### config.mk
export PLATFORM = sky130hd
export DESIGN_NAME = motor_channel_manager
export DESIGN_NICKNAME = d
export VERILOG_FILES = /design/src/hw/motor_channel_manager.v /design/src/hw/sync2.v /design/src/hw/channel_out.v
export VERILOG_INCLUDE_DIRS = /design/src /design/src/hw
export SDC_FILE = /design/constraint.sdc
export NUM_CORES = 1
export LEC_CHECK = 0
export BUFFER_PORTS_ARGS = -buffer_cell sky130_fd_sc_hd__buf_4
export CAP_MARGIN = 20
export CORE_MARGIN = 10
export CORE_UTILIZATION = 25
export DETAILED_ROUTE_END_ITERATION = 8
export PLACE_DENSITY_LB_ADDON = 0.2
export SYNTH_ARGS = -nofsm -noshare
export SYNTH_HDL_FRONTEND = slang
export SYNTH_HIERARCHICAL = 1
export SYNTH_SLANG_ARGS = --single-unit
### constraint.sdc
create_clock -name i_clk -period 1.5 [get_ports i_clk]
set_input_delay 0.15 -clock i_clk [delete_from_list [all_inputs] [get_ports i_clk]]
set_output_delay 0.15 -clock i_clk [all_outputs]
set_load 0.02 [all_outputs]
### src/hw/motor_channel_defines.vh
// Constants for the motor output channel manager
`ifndef MOTOR_CHANNEL_DEFINES_VH
`define MOTOR_CHANNEL_DEFINES_VH

// Register bus widths and channel count
`define ADDR_W 4
`define DATA_W 8
`define CH_N 6

// Register offsets
`define OFF_CONTROL_A 4'h0
`define OFF_CONTROL_B 4'h1
`define OFF_PHASE_PRELOAD 4'h2
`define OFF_POLARITY 4'h3
`define OFF_GROUP 4'h4
`define OFF_IRQ_STATUS 4'h5
`define OFF_IRQ_MASK 4'h6
`define OFF_PHASE_ACTIVE 4'h7
`define OFF_STATE 4'h8

// Control A fields
`define CA_MOE 0
`define CA_DAC 1
`define CA_CMODE 2

// Control B fields
`define CB_OS_LO 0
`define CB_OS_HI 1
`define CB_OS2 2

// Interrupt bit positions and width
`define IRQ_EMERG 0
`define IRQ_COMM 1
`define IRQ_DEMAG 2
`define IRQ_W 3

// Reset values
`define RST_CONTROL_A 3'h0
`define RST_SHAPE 3'h0
`define RST_PHASE 6'h00
`define RST_IRQ 3'h0

// Special voltage mode shape code: full on, no limitation
`define OS_FULL_ON 3'h2

`endif

### src/hw/motor_channel_manager.v
// Motor channel manager: phase state, PWM routing, emergency stop
`timescale 1ns/1ps
`include "motor_channel_defines.vh"
module motor_channel_manager (
  // Clock and reset
  input wire i_clk,
  input wire i_reset_n,
  // Register port
  input wire [`ADDR_W-1:0] i_addr,
  input wire [`DATA_W-1:0] i_wdata,
  input wire i_wr,
  input wire i_rd,
  output wire [`DATA_W-1:0] o_rdata,
  // Step events and PWM sources, same clock
  input wire i_comm_event,
  input wire i_demag_event,
  input wire i_pwm_timer,
  input wire i_pwm_current,
  // Emergency pin, asynchronous
  input wire i_emergency_stop_n,
  // Motor pins
  output wire [`CH_N-1:0] o_motor_out,
  output wire [`CH_N-1:0] o_motor_out_oe_n,
  // Side controls
  output wire o_step_timer_clk_en,
  output wire o_current_limit_en,
  output wire o_irq
);

  reg master_output_enable_q;
  reg direct_access_q;
  reg current_mode_sel_q;
  reg [2:0] pwm_shape_select_q;
  reg os2_active_q;
  reg [`CH_N-1:0] phase_preload_reg_q;
  reg [`CH_N-1:0] phase_bits_q;
  reg [`CH_N-1:0] polarity_reg_q;
  reg [`CH_N-1:0] group_reg_q;
  reg [`IRQ_W-1:0] irq_status_q;
  reg [`IRQ_W-1:0] irq_mask_reg_q;
  reg demag_q;
  reg alt_q;
  reg pwm_prev_q;
  reg emerg_prev_q;
  reg [`DATA_W-1:0] rdata_q;
  reg step_clk_en_q;
  reg climit_en_q;
  reg irq_q;
  reg [`DATA_W-1:0] rdata_d;
  reg [`CH_N-1:0] pwm_hit_d;
  reg pwm_sel_d;
  reg [1:0] route_sel_d;
  wire emerg_sync_n;
  wire emerg_fall;
  wire wr_a;
  wire wr_b;
  wire wr_clear;
  wire full_on;
  wire run_enable;

  // Which channels a route code gates: 0 group bit clear, 1 group bit set, 2 alternate, 3 all
  function [`CH_N-1:0] route_mask;
    input [1:0] sel;
    input [`CH_N-1:0] grp;
    input alt;
    begin
      case (sel)
        2'h0: route_mask = ~grp;
        2'h1: route_mask = grp;
        2'h2: route_mask = alt ? grp : ~grp;
        2'h3: route_mask = {`CH_N{1'b1}};
        default: route_mask = {`CH_N{1'b1}};
      endcase
    end
  endfunction

  // Register write decode
  function wr_hit;
    input wr;
    input [`ADDR_W-1:0] addr;
    input [`ADDR_W-1:0] off;
    begin
      wr_hit = wr & (addr == off);
    end
  endfunction

  assign wr_a = wr_hit(i_wr, i_addr, `OFF_CONTROL_A);
  assign wr_b = wr_hit(i_wr, i_addr, `OFF_CONTROL_B);
  assign wr_clear = wr_hit(i_wr, i_addr, `OFF_IRQ_STATUS);

  sync2 u_emerg_sync (
    .i_clk(i_clk),
    .i_reset_n(i_reset_n),
    .i_async(i_emergency_stop_n),
    .o_sync(emerg_sync_n)
  );

  // Edge of the synchronised pin, not the raw one
  always @(posedge i_clk) begin
    if (!i_reset_n) begin
      emerg_prev_q <= 1'b1;
    end else begin
      emerg_prev_q <= emerg_sync_n;
    end
  end
  assign emerg_fall = emerg_prev_q & ~emerg_sync_n;

  // Control A; emergency beats a software write of the enable
  always @(posedge i_clk) begin
    if (!i_reset_n) begin
      master_output_enable_q <= 1'b0;
      direct_access_q <= 1'b0;
      current_mode_sel_q <= 1'b0;
    end else begin
      if (wr_a) begin
        master_output_enable_q <= i_wdata[`CA_MOE];
        direct_access_q <= i_wdata[`CA_DAC];
        current_mode_sel_q <= i_wdata[`CA_CMODE];
      end
      if (emerg_fall) begin
        master_output_enable_q <= 1'b0;
      end
    end
  end

  // Shape select and its preloaded top bit
  always @(posedge i_clk) begin
    if (!i_reset_n) begin
      pwm_shape_select_q <= `RST_SHAPE;
      os2_active_q <= 1'b0;
    end else begin
      if (wr_b) begin
        pwm_shape_select_q <= i_wdata[2:0];
      end
      if (i_comm_event) begin
        os2_active_q <= pwm_shape_select_q[`CB_OS2];
      end
    end
  end

  // Channel configuration registers
  always @(posedge i_clk) begin
    if (!i_reset_n) begin
      phase_preload_reg_q <= `RST_PHASE;
      polarity_reg_q <= `RST_PHASE;
      group_reg_q <= `RST_PHASE;
    end else begin
      if (wr_hit(i_wr, i_addr, `OFF_PHASE_PRELOAD)) begin
        phase_preload_reg_q <= i_wdata[`CH_N-1:0];
      end
      if (wr_hit(i_wr, i_addr, `OFF_POLARITY)) begin
        polarity_reg_q <= i_wdata[`CH_N-1:0];
      end
      if (wr_hit(i_wr, i_addr, `OFF_GROUP)) begin
        group_reg_q <= i_wdata[`CH_N-1:0];
      end
    end
  end

  // Active phase register
  always @(posedge i_clk) begin
    if (!i_reset_n) begin
      phase_bits_q <= `RST_PHASE;
    end else if (master_output_enable_q && direct_access_q) begin
      phase_bits_q <= polarity_reg_q;
    end else if (i_comm_event) begin
      phase_bits_q <= phase_preload_reg_q;
    end
  end

  // Demagnetization window runs from C to D; D in the same cycle loses
  always @(posedge i_clk) begin
    if (!i_reset_n) begin
      demag_q <= 1'b0;
    end else if (i_comm_event) begin
      demag_q <= 1'b1;
    end else if (i_demag_event) begin
      demag_q <= 1'b0;
    end
  end

  always @* begin
    pwm_sel_d = current_mode_sel_q ? i_pwm_current : i_pwm_timer;
  end

  // Alternation flips once per PWM period, at its falling edge
  always @(posedge i_clk) begin
    if (!i_reset_n) begin
      pwm_prev_q <= 1'b0;
      alt_q <= 1'b0;
    end else begin
      pwm_prev_q <= pwm_sel_d;
      if (pwm_prev_q && !pwm_sel_d) begin
        alt_q <= ~alt_q;
      end
    end
  end

  assign full_on = ~current_mode_sel_q & (pwm_shape_select_q == `OS_FULL_ON);

  always @* begin
    route_sel_d = pwm_shape_select_q[1:0];
    if (demag_q && !current_mode_sel_q) begin
      // alternate or same group; the top bit is unused in current mode
      route_sel_d = os2_active_q ? 2'h2 : {1'b0, pwm_shape_select_q[`CB_OS_LO]};
    end
    pwm_hit_d = route_mask(route_sel_d, group_reg_q, alt_q);
    if (full_on) begin
      pwm_hit_d = {`CH_N{1'b0}};
    end
  end

  assign run_enable = master_output_enable_q;

  // Side controls
  always @(posedge i_clk) begin
    if (!i_reset_n) begin
      step_clk_en_q <= 1'b0;
      climit_en_q <= 1'b0;
    end else begin
      step_clk_en_q <= master_output_enable_q & ~direct_access_q;
      climit_en_q <= ~full_on;
    end
  end

  // Interrupt status; a set in the clearing cycle wins
  always @(posedge i_clk) begin
    if (!i_reset_n) begin
      irq_status_q <= `RST_IRQ;
      irq_mask_reg_q <= `RST_IRQ;
    end else begin
      if (wr_hit(i_wr, i_addr, `OFF_IRQ_MASK)) begin
        irq_mask_reg_q <= i_wdata[`IRQ_W-1:0];
      end
      irq_status_q <= (irq_status_q & ~({`IRQ_W{wr_clear}} & i_wdata[`IRQ_W-1:0]))
                      | {i_demag_event, i_comm_event, emerg_fall};
    end
  end

  always @(posedge i_clk) begin
    if (!i_reset_n) begin
      irq_q <= 1'b0;
    end else begin
      irq_q <= |(irq_status_q & irq_mask_reg_q);
    end
  end

  // Read mux; unmapped addresses read zero
  always @* begin
    rdata_d = 8'h00;
    case (i_addr)
      `OFF_CONTROL_A: rdata_d = {5'h00, current_mode_sel_q, direct_access_q, master_output_enable_q};
      `OFF_CONTROL_B: rdata_d = {5'h00, pwm_shape_select_q};
      `OFF_PHASE_PRELOAD: rdata_d = {2'h0, phase_preload_reg_q};
      `OFF_POLARITY: rdata_d = {2'h0, polarity_reg_q};
      `OFF_GROUP: rdata_d = {2'h0, group_reg_q};
      `OFF_IRQ_STATUS: rdata_d = {5'h00, irq_status_q};
      `OFF_IRQ_MASK: rdata_d = {5'h00, irq_mask_reg_q};
      `OFF_PHASE_ACTIVE: rdata_d = {2'h0, phase_bits_q};
      `OFF_STATE: rdata_d = {4'h0, os2_active_q, emerg_sync_n, alt_q, demag_q};
      default: rdata_d = 8'h00;
    endcase
  end

  // Read data stands for one cycle only
  always @(posedge i_clk) begin
    if (!i_reset_n) begin
      rdata_q <= 8'h00;
    end else begin
      rdata_q <= i_rd ? rdata_d : 8'h00;
    end
  end

  channel_out u_out (
    .i_clk(i_clk),
    .i_reset_n(i_reset_n),
    .i_phase(phase_bits_q),
    .i_polarity(polarity_reg_q),
    .i_pwm_hit(pwm_hit_d),
    .i_pwm(pwm_sel_d),
    .i_enable(run_enable),
    .i_emergency_stop_n(i_emergency_stop_n),
    .o_motor_out(o_motor_out),
    .o_motor_out_oe_n(o_motor_out_oe_n)
  );

  assign o_rdata = rdata_q;
  assign o_step_timer_clk_en = step_clk_en_q;
  assign o_current_limit_en = climit_en_q;
  assign o_irq = irq_q;

endmodule // motor_channel_manager

### src/hw/sync2.v
// Two flip-flop synchroniser for one level
`timescale 1ns/1ps
module sync2 (
  // Clock and reset
  input wire i_clk,
  input wire i_reset_n,
  // Asynchronous level in, synchronised level out
  input wire i_async,
  output wire o_sync
);

  reg meta_q;
  reg sync_q;

  // Resets high: the pin it serves is an active-low alarm at rest
  always @(posedge i_clk) begin
    if (!i_reset_n) begin
      meta_q <= 1'b1;
      sync_q <= 1'b1;
    end else begin
      meta_q <= i_async;
      sync_q <= meta_q;
    end
  end

  assign o_sync = sync_q;

endmodule // sync2

### src/hw/channel_out.v
// Output stage of the six motor channels with asynchronous tristate
`timescale 1ns/1ps
`include "motor_channel_defines.vh"
module channel_out (
  // Clock and reset
  input wire i_clk,
  input wire i_reset_n,
  // Channel controls
  input wire [`CH_N-1:0] i_phase,
  input wire [`CH_N-1:0] i_polarity,
  input wire [`CH_N-1:0] i_pwm_hit,
  input wire i_pwm,
  input wire i_enable,
  // Raw emergency pin
  input wire i_emergency_stop_n,
  // Pins
  output wire [`CH_N-1:0] o_motor_out,
  output wire [`CH_N-1:0] o_motor_out_oe_n
);

  reg [`CH_N-1:0] out_q;
  reg oe_n_q;
  reg [`CH_N-1:0] on_d;

  // Channel on when active and, if gated, while PWM is high
  always @* begin
    on_d = i_phase & (~i_pwm_hit | {`CH_N{i_pwm}});
  end

  always @(posedge i_clk) begin
    if (!i_reset_n) begin
      out_q <= {`CH_N{1'b0}};
      oe_n_q <= 1'b1;
    end else begin
      // On shows the polarity level, off shows its inverse
      out_q <= ~(on_d ^ i_polarity);
      oe_n_q <= ~i_enable;
    end
  end

  assign o_motor_out = out_q;
  // no clocked element on the emergency term; oe_n_q is a flop
  // The pin term bypasses every flop so a stopped clock cannot hold drive
  assign o_motor_out_oe_n = {`CH_N{oe_n_q | ~i_emergency_stop_n}};

endmodule // channel_out

==> report_table.html, run 1 <==
<table>
<tr><th>Metric</th><th>Value</th></tr>
<tr><th colspan="2">Detailed routing</th></tr>
<tr><td>Vias per cell</td><td>4.59</td></tr>
<tr><td>Routed length per instance</td><td>16.8 um</td></tr>
<tr><td>Violation count after the first detailed-route iteration</td><td>125</td></tr>
<tr><td>Aggregate routed wire length</td><td>8300 um</td></tr>
<tr><td>ANT nets after route</td><td>0</td></tr>
<tr><td>Detailed route wirelength on metal2</td><td>3570 um</td></tr>
<tr><td>Total number of vias</td><td>2272</td></tr>
<tr><td>Routed metal-1 wire length</td><td>4130 um</td></tr>
<tr><td>Routed length on met3</td><td>489 um</td></tr>
<tr><td>Number of detailed-route iterations in the first pass</td><td>4</td></tr>
<tr><td>DR DRC count</td><td>0</td></tr>
<tr><td>Uppermost layer routed</td><td>met4</td></tr>
<tr><th colspan="2">Min path</th></tr>
<tr><td>Instance count along the most critical hold path</td><td>2</td></tr>
<tr><td>Worst min-delay path endpoint</td><td>u_emerg_sync/meta_q</td></tr>
<tr><td>Start point of the worst min-delay path</td><td>i_emergency_stop_n</td></tr>
<tr><td>Classification of the worst-slack hold path</td><td>in2reg</td></tr>
<tr><th colspan="2">CTS</th></tr>
<tr><td>Clock network latency to the later pin of the worst-skew pair</td><td>0.33 ns</td></tr>
<tr><td>Num Clock Sinks</td><td>59</td></tr>
<tr><td>Maximum count of clock buffers along a single path</td><td>2</td></tr>
<tr><td>Clock tree root driver cell</td><td>sky130_fd_sc_hd__clkbuf_16</td></tr>
<tr><td>Clock transition at the registers of the reported paths</td><td>0.05 ns</td></tr>
<tr><td>Number of H-tree levels</td><td>3</td></tr>
<tr><td>CTS tree</td><td>yes</td></tr>
<tr><td>Number of buffers inserted during clock tree synthesis</td><td>9</td></tr>
<tr><th colspan="2">Placement</th></tr>
<tr><td>Cell count after placement</td><td>479</td></tr>
<tr><td>Number of port buffers</td><td>39</td></tr>
<tr><td>Post-detailed-placement half-perimeter wirelength</td><td>6280 um</td></tr>
<tr><td>Routability-driven placement congestion ratio</td><td>0.792</td></tr>
<tr><th colspan="2">Die</th></tr>
<tr><td>Count of boundary I/O pins</td><td>44</td></tr>
<tr><td>Area inside the core boundary</td><td>11000 um2</td></tr>
<tr><td>Chip Width</td><td>126 um</td></tr>
<tr><td>Initial standard-cell utilization of the core</td><td>0.258</td></tr>
<tr><td>Number of cell rows</td><td>38</td></tr>
<tr><td>Full die area</td><td>16000 um2</td></tr>
<tr><td>Overall die height</td><td>126 um</td></tr>
<tr><th colspan="2">Yosys</th></tr>
<tr><td>Top cell type by total area after synthesis</td><td>sky130_fd_sc_hd__dfxtp_1</td></tr>
<tr><td>Primary flip-flop cell chosen by synthesis mapping</td><td>sky130_fd_sc_hd__dfxtp_1</td></tr>
<tr><td>Post-Synthesis Cells</td><td>294</td></tr>
<tr><td>Post-Synthesis Cell Area</td><td>2830 um2</td></tr>
<tr><td>Share of Yosys cell area claimed by the top area cell type</td><td>0.417</td></tr>
<tr><td>Number of warnings issued by yosys</td><td>6</td></tr>
<tr><td>Register bit count reported by yosys</td><td>59</td></tr>
<tr><td>Sequential cell area fraction in the yosys report</td><td>0.417</td></tr>
<tr><td>Most frequent cells after synthesis</td><td>sky130_fd_sc_hd__dfxtp_1 (59), sky130_fd_sc_hd__mux2i_1 (43), sky130_fd_sc_hd__nor2b_1 (34)</td></tr>
<tr><td>Number of different library cells in the post-synthesis netlist</td><td>40</td></tr>
<tr><td>Most used standard cell by instance count after synthesis</td><td>sky130_fd_sc_hd__dfxtp_1</td></tr>
<tr><td>Post-Syn Area per Cell</td><td>9.63 um2</td></tr>
<tr><td>Top area cells in the synthesized netlist</td><td>sky130_fd_sc_hd__dfxtp_1 (42%), sky130_fd_sc_hd__mux2i_1 (15%), sky130_fd_sc_hd__nor2b_1 (7.5%), sky130_fd_sc_hd__nand2_1 (2.9%), sky130_fd_sc_hd__nand2b_1 (2.9%)</td></tr>
<tr><td>Share of synthesized registers carrying an async set or reset</td><td>0</td></tr>
<tr><td>Count of flip-flops with a built-in enable after synthesis</td><td>0</td></tr>
<tr><th colspan="2">Worst setup path</th></tr>
<tr><td>Launch point of the worst reg-to-reg path</td><td>demag_q</td></tr>
<tr><td>Slack of the worst reg-to-reg path</td><td>-0.16 ns</td></tr>
<tr><td>Worst stage delay on the critical path</td><td>0.33 ns</td></tr>
<tr><td>Nature of the critical path startpoint</td><td>register</td></tr>
<tr><td>Req. time, crit path</td><td>1.73 ns</td></tr>
<tr><td>Crit path max fanout</td><td>6</td></tr>
<tr><td>Arrival time of the worst setup path</td><td>1.88 ns</td></tr>
<tr><td>Critical register-to-register path endpoint</td><td>u_out/o_motor_out[0]</td></tr>
<tr><td>Critical-path cell with the highest stage delay</td><td>sky130_fd_sc_hd__dfxtp_2</td></tr>
<tr><td>Critical path, cell by cell</td><td>nor2b_4 &gt; mux2i_2 &gt; a22oi_2 &gt; mux2i_1 &gt; nor2_1 &gt; nand2b_1 &gt; and3_1 &gt; o21a_1</td></tr>
<tr><td>Start-to-end type of the worst setup path</td><td>reg2reg</td></tr>
<tr><td>Reg2reg path depth</td><td>8</td></tr>
<tr><td>Sort of element at the end of the critical path</td><td>register</td></tr>
<tr><th colspan="2">Power</th></tr>
<tr><td>Sequential cell fraction of total power</td><td>0.418</td></tr>
<tr><td>Net Switching</td><td>0.938 mW</td></tr>
<tr><td>Share of total power in combinational logic</td><td>0.091</td></tr>
<tr><td>Largest voltage drop on the vdd net</td><td>0.000759 V</td></tr>
<tr><td>Internal power contribution</td><td>2.97 mW</td></tr>
<tr><td>Fraction of power spent switching nets</td><td>0.240</td></tr>
<tr><td>Pwr dens</td><td>1060 nW/um2</td></tr>
<tr><td>Leakage Power</td><td>1.56 nW</td></tr>
<tr><td>Total Power Consumption</td><td>3.91 mW</td></tr>
<tr><td>Part of the total power dissipated in the clock network</td><td>0.491</td></tr>
<tr><th colspan="2">Layout</th></tr>
<tr><td>Final standard cell utilization of the core</td><td>0.336</td></tr>
<tr><td>Antenna diodes</td><td>0</td></tr>
<tr><td>Total area of sequential cells</td><td>1180 um2</td></tr>
<tr><td>Fill cell total of the finished layout</td><td>1156</td></tr>
<tr><td>Filler-free cell count of the finished design</td><td>495</td></tr>
<tr><td>P&amp;R area growth vs syn</td><td>30.5%</td></tr>
<tr><td>Post-layout net count</td><td>371</td></tr>
<tr><td>Fraction of layout cells with a size suffix above 1</td><td>0.279</td></tr>
<tr><td>Footprint of the multi-input gates</td><td>1530 um2</td></tr>
<tr><th colspan="2">GRT</th></tr>
<tr><td>Initial antenna violation count</td><td>0</td></tr>
<tr><td>Vias in the first global route</td><td>2337</td></tr>
<tr><td>Combined global-route utilization of all metal layers</td><td>0.106</td></tr>
<tr><td>Global-route wire length before repair</td><td>13400 um</td></tr>
<tr><td>Total gr overflow</td><td>0</td></tr>
<tr><td>Largest net degree at the start of global routing</td><td>19</td></tr>
<tr><th colspan="2">STA</th></tr>
<tr><td>Clock Skew</td><td>0.00645 ns</td></tr>
<tr><td>Final number of max-transition violations</td><td>0</td></tr>
<tr><td>Final Critical Period</td><td>1.66 ns</td></tr>
<tr><td>Number of hold violations in the final report</td><td>0</td></tr>
<tr><td>Worst setup slack after layout</td><td>-0.157 ns</td></tr>
<tr><td>Final cycle utilization of the critical path</td><td>1.10</td></tr>
<tr><td>Unrepaired setup endpoints after global routing</td><td>yes</td></tr>
<tr><td>Final-report setup violation count</td><td>6</td></tr>
<tr><td>Maximum operating frequency</td><td>603 MHz</td></tr>
<tr><th colspan="2">Outcome</th></tr>
<tr><td>Status</td><td>complete, but fails checks</td></tr>
<tr><td>Failing checks</td><td>negative setup slack</td></tr>
<tr><th colspan="2">Job</th></tr>
<tr><td>Count of maximum capacitance violations</td><td>0</td></tr>
</table>
## registers in the layout (all words and copies together) (netlist names)
register,flops
alt_q,1
current_mode_sel_q,1
demag_q,1
direct_access_q,1
emerg_prev_q,1
group_reg_q,6
irq_mask_reg_q,3
irq_status_q,3
master_output_enable_q,1
o_current_limit_en,1
o_irq,1
o_rdata,6
o_step_timer_clk_en,1
os2_active_q,1
phase_bits_q,6
phase_preload_reg_q,6
polarity_reg_q,6
pwm_prev_q,1
pwm_shape_select_q,3
u_emerg_sync/meta_q,1
u_emerg_sync/o_sync,1
u_out/o_motor_out,6
u_out/oe_n_q,1
## cell type report
type	count	share of cell area
Sequential cell	59	0.320
Clock inverter	5	0.00745
Timing Repair Buffer	67	0.140
Multi-Input combinational cell	211	0.415
Inverter	2	0.00203
Clock buffer	11	0.0684
Tap cell	140	0.0474
## per-layer routing
metal / vias to the layer above / global-route usage
met5: - / 0
met4: 0 / 0.0422
met3: 8 / 0.0358
met2: 58 / 0.149
met1: 1069 / 0.143
li1: 1137 / -
## worst max path at each step
stage / from / to
2_1_floorplan: demag_q / u_out/o_motor_out[4]
3_3_place_gp: demag_q / u_out/o_motor_out[3]
3_5_place_dp: demag_q / u_out/o_motor_out[0]
4_1_cts: demag_q / u_out/o_motor_out[0]
5_1_grt: demag_q / u_out/o_motor_out[0]
6_report: demag_q / u_out/o_motor_out[0]
## power by group through the flow
stage               Sequential (mW)  Combinational [mW]  Clock, mW
floorplan                      1.68               0.185          0
global placement               1.67               0.356          0
global route                   1.64               0.387       2.04
CTS                            1.63               0.359       1.97
detailed placement             1.67               0.358          0
finish                         1.63               0.355       1.92
## cells by family (layout without fill, tap and decap cells)
family	count (synthesis)	in the layout	synth area share
and+or+nand+nor	112	112	0.226
DFF	59	59	0.417
AOI/OAI and AO/OA	49	49	0.125
muxes	48	48	0.180
buffers and inverters	25	85	0.0504
other	1	2	0.00132
## placed cells by master (no fill, tap or decap), types with 3 or more instances in the layout
master                      synthesis  routed
sky130_fd_sc_hd__a21oi_1           13      13
sky130_fd_sc_hd__a22o_1             3       3
sky130_fd_sc_hd__a31oi_1            4       4
sky130_fd_sc_hd__and3_1             8       8
sky130_fd_sc_hd__buf_4              9      66
sky130_fd_sc_hd__clkbuf_16          0       9
sky130_fd_sc_hd__clkinv_2           0       4
sky130_fd_sc_hd__dfxtp_1           59      57
sky130_fd_sc_hd__mux2_2             3       3
sky130_fd_sc_hd__mux2i_1           43      42
sky130_fd_sc_hd__nand2_1           22      22
sky130_fd_sc_hd__nand2b_1          13      13
sky130_fd_sc_hd__nand3b_1           6       6
sky130_fd_sc_hd__nor2_1            13      13
sky130_fd_sc_hd__nor2b_1           34      33
sky130_fd_sc_hd__nor3_1             3       3
sky130_fd_sc_hd__nor3b_1            4       4
sky130_fd_sc_hd__o211a_1            6       6
sky130_fd_sc_hd__o21a_1             8       8
## timing repair
action | CTS | global route
cloned | 0 | 0
setup endpoints to repair | 6 | 7
resized for setup | 0 | 1
buffers inserted | 0 | 0
hold buffers | 0 | 0
## metrics by stage
| stage | setup slack, ns | hold slack, ns | instance area, um2 | TNS [ns] |
|---|---|---|---|---|
| after floorplan | 0.00925 | 0.220 | 2850 | 0 |
| after global placement | -0.148 | 0.358 | 3410 | -0.742 |
| after detailed placement | -0.154 | 0.351 | 3410 | -0.864 |
| after CTS | -0.171 | 0.0166 | 3690 | -0.960 |
| after global routing | -0.320 | 0.0341 | 3690 | -1.73 |
| final | -0.157 | 0.0185 | 3690 | -0.867 |
## worst max-delay path: cells and delay by family, from the launching register on
kind               cells  cell delay, ns
AOI/OAI and AO/OA      2            0.47
DFF                    1            0.33
muxes                  2            0.28
and+or+nand+nor        4            0.47
Power figures use the tool's default switching activity.
==> inputs of run 2 (changes only) <==
--- a/config.mk
+++ b/config.mk
@@ -16,3 +16,4 @@
 export SYNTH_HDL_FRONTEND = slang
 export SYNTH_HIERARCHICAL = 1
 export SYNTH_SLANG_ARGS = --single-unit
+export TNS_END_PERCENT = 1
==> constraint.sdc (replaced) <==
create_clock -name i_clk -period 1.65 [get_ports i_clk]
set_input_delay 0.165 -clock i_clk [delete_from_list [all_inputs] [get_ports i_clk]]
set_output_delay 0.165 -clock i_clk [all_outputs]
set_load 0.02 [all_outputs]
==> report_table.html, run 2 (same netlist as run 1, synthesis figures left out) <==
<table>
<tr><th>Metric</th><th>Value</th></tr>
<tr><th colspan="2">Outcome</th></tr>
<tr><td>Status</td><td>complete, but fails checks (unchanged)</td></tr>
<tr><td>Failing checks</td><td>negative setup slack (unchanged)</td></tr>
<tr><th colspan="2">Placement</th></tr>
<tr><td>Cell count after placement</td><td>475 (was 479)</td></tr>
<tr><td>Routability-driven placement congestion ratio</td><td>0.744 (was 0.792)</td></tr>
<tr><td>Post-detailed-placement half-perimeter wirelength</td><td>6030 um (was 6280 um)</td></tr>
<tr><td>Placement Cell Area</td><td>3350 um2 (was 3410 um2)</td></tr>
<tr><td>Number of port buffers</td><td>39 (unchanged)</td></tr>
<tr><th colspan="2">Layout</th></tr>
<tr><td>P&amp;R area growth vs syn</td><td>30.8% (was 30.5%)</td></tr>
<tr><td>Most common library cell in the layout ignoring fill and taps</td><td>sky130_fd_sc_hd__buf_4 (unchanged)</td></tr>
<tr><td>Filler-free cell count of the finished design</td><td>491 (was 495)</td></tr>
<tr><td>Post-layout net count</td><td>368 (was 371)</td></tr>
<tr><td>Most used cells in the layout excluding fill and tap cells</td><td>sky130_fd_sc_hd__buf_4 (64), sky130_fd_sc_hd__dfxtp_1 (57), sky130_fd_sc_hd__mux2i_1 (42) (was sky130_fd_sc_hd__buf_4 (66), sky130_fd_sc_hd__dfxtp_1 (57), sky130_fd_sc_hd__mux2i_1 (42))</td></tr>
<tr><td>Fraction of layout cells with a size suffix above 1</td><td>0.262 (was 0.279)</td></tr>
<tr><td>Summed area of non-filler cells in the final layout</td><td>3700 um2 (was 3690 um2)</td></tr>
<tr><td>Final standard cell utilization of the core</td><td>0.337 (was 0.336)</td></tr>
<tr><td>Antenna diodes</td><td>0 (unchanged)</td></tr>
<tr><th colspan="2">CTS</th></tr>
<tr><td>Num Clock Sinks</td><td>59 (unchanged)</td></tr>
<tr><td>Cts-stage hold buffer count</td><td>0 (unchanged)</td></tr>
<tr><td>CTS tree</td><td>yes (unchanged)</td></tr>
<tr><td>Clock network latency to the later pin of the worst-skew pair</td><td>0.32 ns (was 0.33 ns)</td></tr>
<tr><td>Clock tree root driver cell</td><td>sky130_fd_sc_hd__clkbuf_16 (unchanged)</td></tr>
<tr><td>Maximum count of clock buffers along a single path</td><td>2 (unchanged)</td></tr>
<tr><td>Number of buffers inserted during clock tree synthesis</td><td>9 (unchanged)</td></tr>
<tr><td>Clock transition at the registers of the reported paths</td><td>0.05 ns (about the same)</td></tr>
<tr><td>Number of H-tree levels</td><td>3 (unchanged)</td></tr>
<tr><th colspan="2">GRT</th></tr>
<tr><td>Global-route wire length before repair</td><td>13300 um (was 13400 um)</td></tr>
<tr><td>Initial antenna violation count</td><td>0 (unchanged)</td></tr>
<tr><td>Combined global-route utilization of all metal layers</td><td>0.104 (was 0.106)</td></tr>
<tr><td>Vias in the first global route</td><td>2335 (was 2337)</td></tr>
<tr><td>Total gr overflow</td><td>0 (unchanged)</td></tr>
<tr><td>Largest net degree at the start of global routing</td><td>32 (was 19)</td></tr>
<tr><th colspan="2">Power</th></tr>
<tr><td>Internal power contribution</td><td>2.96 mW (was 2.97 mW)</td></tr>
<tr><td>Largest voltage drop on the vdd net</td><td>0.000612 V (was 0.000759 V)</td></tr>
<tr><td>Leakage Power</td><td>1.55 nW (was 1.56 nW)</td></tr>
<tr><td>Sequential cell fraction of total power</td><td>0.396 (was 0.418)</td></tr>
<tr><td>Part of the total power dissipated in the clock network</td><td>0.519 (was 0.491)</td></tr>
<tr><td>Pwr dens</td><td>1010 nW/um2 (was 1060 nW/um2)</td></tr>
<tr><td>Net Switching</td><td>0.794 mW (was 0.938 mW)</td></tr>
<tr><td>Fraction of power spent switching nets</td><td>0.211 (was 0.240)</td></tr>
<tr><td>Share of total power in combinational logic</td><td>0.085 (was 0.091)</td></tr>
<tr><th colspan="2">Detailed routing</th></tr>
<tr><td>DR DRC count</td><td>0 (unchanged)</td></tr>
<tr><td>Total number of vias</td><td>2269 (was 2272)</td></tr>
<tr><td>Routed length per instance</td><td>16.7 um (was 16.8 um)</td></tr>
<tr><td>Number of detailed-route iterations in the first pass</td><td>4 (unchanged)</td></tr>
<tr><td>Aggregate routed wire length</td><td>8220 um (was 8300 um)</td></tr>
<tr><td>Vias per cell</td><td>4.62 (was 4.59)</td></tr>
<tr><td>ANT nets after route</td><td>0 (unchanged)</td></tr>
<tr><td>Violation count after the first detailed-route iteration</td><td>130 (was 125)</td></tr>
<tr><th colspan="2">STA</th></tr>
<tr><td>Unrepaired setup endpoints after global routing</td><td>yes (unchanged)</td></tr>
<tr><td>Hold slack</td><td>0.0510 ns (was 0.0185 ns)</td></tr>
<tr><td>Clock Skew</td><td>0.00627 ns (was 0.00645 ns)</td></tr>
<tr><td>Final number of max-transition violations</td><td>0 (unchanged)</td></tr>
<tr><td>Maximum operating frequency</td><td>589 MHz (was 603 MHz)</td></tr>
<tr><td>Worst slew slack as a fraction of its limit</td><td>0.665</td></tr>
<tr><td>Final Critical Period</td><td>1.70 ns (was 1.66 ns)</td></tr>
<tr><td>Final-report setup violation count</td><td>5 (was 6)</td></tr>
<tr><td>Number of hold violations in the final report</td><td>0 (unchanged)</td></tr>
<tr><td>Worst Tran Pin Value</td><td>0.502 ns</td></tr>
<tr><td>Worst setup slack after layout</td><td>-0.0471 ns (was -0.157 ns)</td></tr>
<tr><td>Sum of negative setup slack</td><td>-0.184 ns (was -0.867 ns)</td></tr>
<tr><td>Final cycle utilization of the critical path</td><td>1.03 (was 1.10)</td></tr>
<tr><th colspan="2">Die</th></tr>
<tr><td>Initial standard-cell utilization of the core</td><td>0.258 (unchanged)</td></tr>
<tr><td>Chip Width</td><td>126 um (unchanged)</td></tr>
<tr><td>Count of boundary I/O pins</td><td>44 (unchanged)</td></tr>
<tr><td>Full die area</td><td>16000 um2 (unchanged)</td></tr>
<tr><td>Number of cell rows</td><td>38 (unchanged)</td></tr>
<tr><td>Overall die height</td><td>126 um (unchanged)</td></tr>
<tr><td>Area inside the core boundary</td><td>11000 um2 (unchanged)</td></tr>
<tr><th colspan="2">Worst setup path</th></tr>
<tr><td>Sort of element at the end of the critical path</td><td>register (unchanged)</td></tr>
<tr><td>Arrival time of the worst setup path</td><td>1.90 ns (was 1.88 ns)</td></tr>
<tr><td>Nature of the critical path startpoint</td><td>register (unchanged)</td></tr>
<tr><td>Start-to-end type of the worst setup path</td><td>reg2reg (unchanged)</td></tr>
<tr><td>Req. time, crit path</td><td>1.86 ns (was 1.73 ns)</td></tr>
<tr><td>Crit path max fanout</td><td>5 (was 6)</td></tr>
<tr><th colspan="2">Job</th></tr>
<tr><td>Count of maximum capacitance violations</td><td>0 (unchanged)</td></tr>
<tr><th colspan="2">Min path</th></tr>
<tr><td>Classification of the worst-slack hold path</td><td>in2reg (unchanged)</td></tr>
</table>
==> run 2: cell types whose count changed in the layout (fill, tap and decap cells not counted), moves of 2 or more <==
cell,delta
sky130_fd_sc_hd__clkinv_2,-4
sky130_fd_sc_hd__clkbuf_1,+3
sky130_fd_sc_hd__buf_4,-2
sky130_fd_sc_hd__bufinv_16,+2
==> run 2: power by group through the flow <==
stage | Sequential, mW | Combinational [mW] | Clock, mW
3_5_place_dp | 1.51 | 0.315 | 0
6_report | 1.49 | 0.318 | 1.95
2_1_floorplan | 1.52 | 0.165 | 0
4_1_cts | 1.49 | 0.321 | 2.00
5_1_grt | 1.49 | 0.347 | 2.06
3_3_place_gp | 1.51 | 0.312 | 0
==> run 2: metrics by stage <==
step                setup WS, ns  total power [mW]
floorplan                 0.0523              1.69
global placement          -0.158              1.83
detailed placement        -0.208              1.83
CTS                      0.00634              3.80
global route              -0.151              3.90
finish                   -0.0471              3.76
==> run 2: worst max-delay path, cell delays in order, from the launching register on <==
cell and delay (ns):
sky130_fd_sc_hd__dfxtp_2 0.31, sky130_fd_sc_hd__nor2b_4 0.13, sky130_fd_sc_hd__mux2i_4 0.19, sky130_fd_sc_hd__a22oi_2 0.21, sky130_fd_sc_hd__buf_4 0.17, sky130_fd_sc_hd__mux2i_1 0.07
sky130_fd_sc_hd__nor2_1 0.10, sky130_fd_sc_hd__nand2b_1 0.07, sky130_fd_sc_hd__and3_1 0.18, sky130_fd_sc_hd__o21a_1 0.16
==> run 2: cell type report <==
type / count / area (um2)
flip-flops and latches: 59 / 1180
well taps: 140 / 175
fillers: 1125 / 7280
clock inverters: 2 / 60.1
inverters: 2 / 7.51
multi-input cells: 211 / 1550
repair buffers: 64 / 480
clock buffers: 13 / 250
==> run 2: what timing repair did <==
action | CTS | global route
setup endpoints to repair | 6 | 6
pin swaps | 1 | 4
setup buffers | 0 | 2
resized for setup | 9 | 2
==> run 2: path summary, 6_finish.rpt <==
path                                           from                    to  slack, ns  cells past startpoint
worst min-delay path             i_emergency_stop_n   u_emerg_sync/meta_q       0.05                      2
worst max register to register              demag_q  u_out/o_motor_out[3]      -0.05                      9
worst min register to register  u_emerg_sync/meta_q   u_emerg_sync/o_sync       0.41                      1
worst max-delay path                        demag_q  u_out/o_motor_out[3]      -0.05                      9
==> run 2: layer usage <==
layer	wire [um]	GRT usage
met5	0	0
met3	510	0.0387
met4	76	0.0241
met2	3700	0.157
met1	3940	0.137
==> inputs of run 3 (changes only) <==
--- a/config.mk
+++ b/config.mk
@@ -8,8 +8,11 @@
 export LEC_CHECK = 0
 export BUFFER_PORTS_ARGS = -buffer_cell sky130_fd_sc_hd__buf_4
 export CAP_MARGIN = 20
+export CELL_PAD_IN_SITES_DETAIL_PLACEMENT = 0
+export CELL_PAD_IN_SITES_GLOBAL_PLACEMENT = 1
 export CORE_MARGIN = 10
-export CORE_UTILIZATION = 25
+export CORE_UTILIZATION = 43
+export CTS_CLUSTER_SIZE = 16
 export DETAILED_ROUTE_END_ITERATION = 8
 export PLACE_DENSITY_LB_ADDON = 0.2
 export SYNTH_ARGS = -nofsm -noshare
==> report_table.html, run 3 (same netlist as run 1, synthesis figures left out) <==
<table>
<tr><th>Metric</th><th>Value</th></tr>
<tr><th colspan="2">Worst setup path</th></tr>
<tr><td>Arrival time of the worst setup path</td><td>1.95 ns (was 1.90 ns)</td></tr>
<tr><td>Worst stage delay on the critical path</td><td>0.32 ns (was 0.31 ns)</td></tr>
<tr><td>Nature of the critical path startpoint</td><td>register (unchanged)</td></tr>
<tr><td>Req. time, crit path</td><td>1.89 ns (was 1.86 ns)</td></tr>
<tr><td>Crit path max fanout</td><td>6 (was 5)</td></tr>
<tr><td>Sort of element at the end of the critical path</td><td>register (unchanged)</td></tr>
<tr><td>Critical-path cell with the highest stage delay</td><td>sky130_fd_sc_hd__dfxtp_2 (unchanged)</td></tr>
<tr><td>Start-to-end type of the worst setup path</td><td>reg2reg (unchanged)</td></tr>
<tr><td>Critical path, cell by cell</td><td>buf_4 &gt; nand3b_1 &gt; o21ai_2 &gt; a22oi_2 &gt; mux2i_1 &gt; nor2_1 &gt; nand2b_1 &gt; and3_1 &gt; o21a_1 (was nor2b_4 &gt; mux2i_4 &gt; a22oi_2 &gt; buf_4 &gt; mux2i_1 &gt; nor2_1 &gt; nand2b_1 &gt; and3_1 &gt; o21a_1)</td></tr>
<tr><th colspan="2">GRT</th></tr>
<tr><td>Largest net degree at the start of global routing</td><td>35 (was 32)</td></tr>
<tr><td>Initial antenna violation count</td><td>0 (unchanged)</td></tr>
<tr><td>Total gr overflow</td><td>0 (unchanged)</td></tr>
<tr><td>Global-route wire length before repair</td><td>11700 um (was 13300 um)</td></tr>
<tr><td>Vias in the first global route</td><td>2255 (was 2335)</td></tr>
<tr><td>Combined global-route utilization of all metal layers</td><td>0.144 (was 0.104)</td></tr>
<tr><th colspan="2">STA</th></tr>
<tr><td>Sum of negative setup slack</td><td>-0.219 ns (was -0.184 ns)</td></tr>
<tr><td>Maximum operating frequency</td><td>584 MHz (was 589 MHz)</td></tr>
<tr><td>Number of hold violations in the final report</td><td>0 (unchanged)</td></tr>
<tr><td>Final-report setup violation count</td><td>6 (was 5)</td></tr>
<tr><td>Final Critical Period</td><td>1.71 ns (was 1.70 ns)</td></tr>
<tr><td>Unrepaired setup endpoints after global routing</td><td>yes (unchanged)</td></tr>
<tr><td>Final cycle utilization of the critical path</td><td>1.04 (was 1.03)</td></tr>
<tr><td>Final number of max-transition violations</td><td>0 (unchanged)</td></tr>
<tr><td>Clock Skew</td><td>0.00573 ns (was 0.00627 ns)</td></tr>
<tr><td>Worst setup slack after layout</td><td>-0.0611 ns (was -0.0471 ns)</td></tr>
<tr><th colspan="2">CTS</th></tr>
<tr><td>Clock network latency to the later pin of the worst-skew pair</td><td>0.34 ns (was 0.32 ns)</td></tr>
<tr><td>Num Clock Sinks</td><td>59 (unchanged)</td></tr>
<tr><td>Number of buffers inserted during clock tree synthesis</td><td>9 (unchanged)</td></tr>
<tr><td>Cts-stage hold buffer count</td><td>0 (unchanged)</td></tr>
<tr><td>Maximum count of clock buffers along a single path</td><td>2 (unchanged)</td></tr>
<tr><td>CTS tree</td><td>yes (unchanged)</td></tr>
<tr><td>Clock transition at the registers of the reported paths</td><td>0.06 ns (was 0.05 ns)</td></tr>
<tr><td>Clock tree root driver cell</td><td>sky130_fd_sc_hd__clkbuf_8 (was sky130_fd_sc_hd__clkbuf_16)</td></tr>
<tr><td>Number of H-tree levels</td><td>3 (unchanged)</td></tr>
<tr><th colspan="2">Layout</th></tr>
<tr><td>Fraction of layout cells with a size suffix above 1</td><td>0.259 (was 0.262)</td></tr>
<tr><td>Fill cell total of the finished layout</td><td>627 (was 1125)</td></tr>
<tr><td>Filler-free cell count of the finished design</td><td>425 (was 491)</td></tr>
<tr><td>P&amp;R area growth vs syn</td><td>22.2% (was 30.8%)</td></tr>
<tr><td>Post-layout net count</td><td>364 (was 368)</td></tr>
<tr><td>Most used cells in the layout excluding fill and tap cells</td><td>sky130_fd_sc_hd__buf_4 (60), sky130_fd_sc_hd__dfxtp_1 (57), sky130_fd_sc_hd__mux2i_1 (42) (was sky130_fd_sc_hd__buf_4 (64), sky130_fd_sc_hd__dfxtp_1 (57), sky130_fd_sc_hd__mux2i_1 (42))</td></tr>
<tr><td>Most common library cell in the layout ignoring fill and taps</td><td>sky130_fd_sc_hd__buf_4 (unchanged)</td></tr>
<tr><td>Antenna diodes</td><td>0 (unchanged)</td></tr>
<tr><th colspan="2">Placement</th></tr>
<tr><td>Routability-driven placement congestion ratio</td><td>0.887 (was 0.744)</td></tr>
<tr><td>Cell count after placement</td><td>409 (was 475)</td></tr>
<tr><td>Post-Place Worst Slack</td><td>-0.159 ns (was -0.208 ns)</td></tr>
<tr><td>Number of port buffers</td><td>39 (unchanged)</td></tr>
<tr><td>Post-detailed-placement half-perimeter wirelength</td><td>5260 um (was 6030 um)</td></tr>
<tr><th colspan="2">Power</th></tr>
<tr><td>Pwr dens</td><td>880 nW/um2 (was 1010 nW/um2)</td></tr>
<tr><td>Largest voltage drop on the vdd net</td><td>0.000439 V (was 0.000612 V)</td></tr>
<tr><td>Total Power Consumption</td><td>3.05 mW (was 3.76 mW)</td></tr>
<tr><td>Leakage Power</td><td>1.48 nW (was 1.55 nW)</td></tr>
<tr><th colspan="2">Detailed routing</th></tr>
<tr><td>Aggregate routed wire length</td><td>7370 um (was 8220 um)</td></tr>
<tr><td>Vias per cell</td><td>5.34 (was 4.62)</td></tr>
<tr><td>DR DRC count</td><td>0 (unchanged)</td></tr>
<tr><td>ANT nets after route</td><td>0 (unchanged)</td></tr>
<tr><td>Violation count after the first detailed-route iteration</td><td>168 (was 130)</td></tr>
<tr><td>Routed length per instance</td><td>17.3 um (was 16.7 um)</td></tr>
<tr><td>Number of detailed-route iterations in the first pass</td><td>4 (unchanged)</td></tr>
<tr><td>Total number of vias</td><td>2268 (was 2269)</td></tr>
<tr><th colspan="2">Die</th></tr>
<tr><td>Full die area</td><td>10200 um2 (was 16000 um2)</td></tr>
<tr><td>Overall die height</td><td>101 um (was 126 um)</td></tr>
<tr><td>Initial standard-cell utilization of the core</td><td>0.443 (was 0.258)</td></tr>
<tr><td>Chip Width</td><td>101 um (was 126 um)</td></tr>
<tr><td>Area inside the core boundary</td><td>6390 um2 (was 11000 um2)</td></tr>
<tr><td>Count of boundary I/O pins</td><td>44 (unchanged)</td></tr>
<tr><td>Number of cell rows</td><td>29 (was 38)</td></tr>
<tr><th colspan="2">Outcome</th></tr>
<tr><td>Failing checks</td><td>negative setup slack (unchanged)</td></tr>
<tr><td>Status</td><td>complete, but fails checks (unchanged)</td></tr>
<tr><th colspan="2">Min path</th></tr>
<tr><td>Classification of the worst-slack hold path</td><td>in2reg (unchanged)</td></tr>
<tr><th colspan="2">Job</th></tr>
<tr><td>Count of maximum capacitance violations</td><td>0 (unchanged)</td></tr>
</table>
==> run 3: cell types whose count changed in the layout (fill, tap and decap cells not counted), moves of 2 or more <==
cell	before	now
sky130_fd_sc_hd__clkbuf_8	1	13
sky130_fd_sc_hd__clkbuf_16	9	0
sky130_fd_sc_hd__buf_4	64	60
sky130_fd_sc_hd__bufinv_16	2	0
sky130_fd_sc_hd__o21ai_2	0	2
==> run 3: final timing paths <==
kind | startpoint | endpoint | slack, ns | cells past startpoint
setup reg to reg | demag_q | u_out/o_motor_out[2] | -0.06 | 9
hold / removal | i_emergency_stop_n | u_emerg_sync/meta_q | 0.02 | 2
hold reg to reg | u_emerg_sync/meta_q | u_emerg_sync/o_sync | 0.42 | 1
setup / recovery | demag_q | u_out/o_motor_out[2] | -0.06 | 9
==> run 3: power by group <==
group / internal, mW / switching (mW)
clock network: 0.708 / 0.550
logic: 0.139 / 0.166
registers: 1.46 / 0.0221
==> run 3: area by class of cell <==
class	count	area [um2]	share of cell area
Multi-Input combinational cell	211	1530	0.442
Sequential cell	59	1180	0.342
Timing Repair Buffer	60	450	0.130
Clock buffer	15	186	0.0539
Tap cell	77	96.3	0.0278
Inverter	2	7.51	0.00217
Clock inverter	1	5.00	0.00145
==> run 3: routing by layer <==
| layer | vias up | share of wire | GRT usage |
|---|---|---|---|
| met4 | 0 | 0.021 | 0.0707 |
| met2 | 57 | 0.45 | 0.223 |
| li1 | 1122 | - | - |
| met1 | 1076 | 0.47 | 0.180 |
| met3 | 13 | 0.063 | 0.0415 |
| met5 | - | 0 | 0 |
==> run 3: worst max-delay path: cells and delay by family (launching register included) <==
kind / cells / cell delay [ns]
AOI/OAI and AO/OA: 3 / 0.53
and+or+nand+nor: 4 / 0.49
DFF: 1 / 0.32
muxes: 1 / 0.12
buffers and inverters: 1 / 0.14
==> run 3: metrics by stage <==
stage,hold WS [ns],utilization,area (um2)
2_1_floorplan,0.235,-,2840
3_3_place_gp,0.373,0.508,3250
3_5_place_dp,0.367,0.508,3250
5_1_grt,0.0259,0.542,3460
6_report,0.0157,0.542,3460
4_1_cts,0.00348,0.540,3450
==> run 3: what timing repair did <==
action,in CTS,in global routing
setup endpoints to repair,6,6
buffers inserted,0,1
pin swaps,7,4
resized for setup,7,1
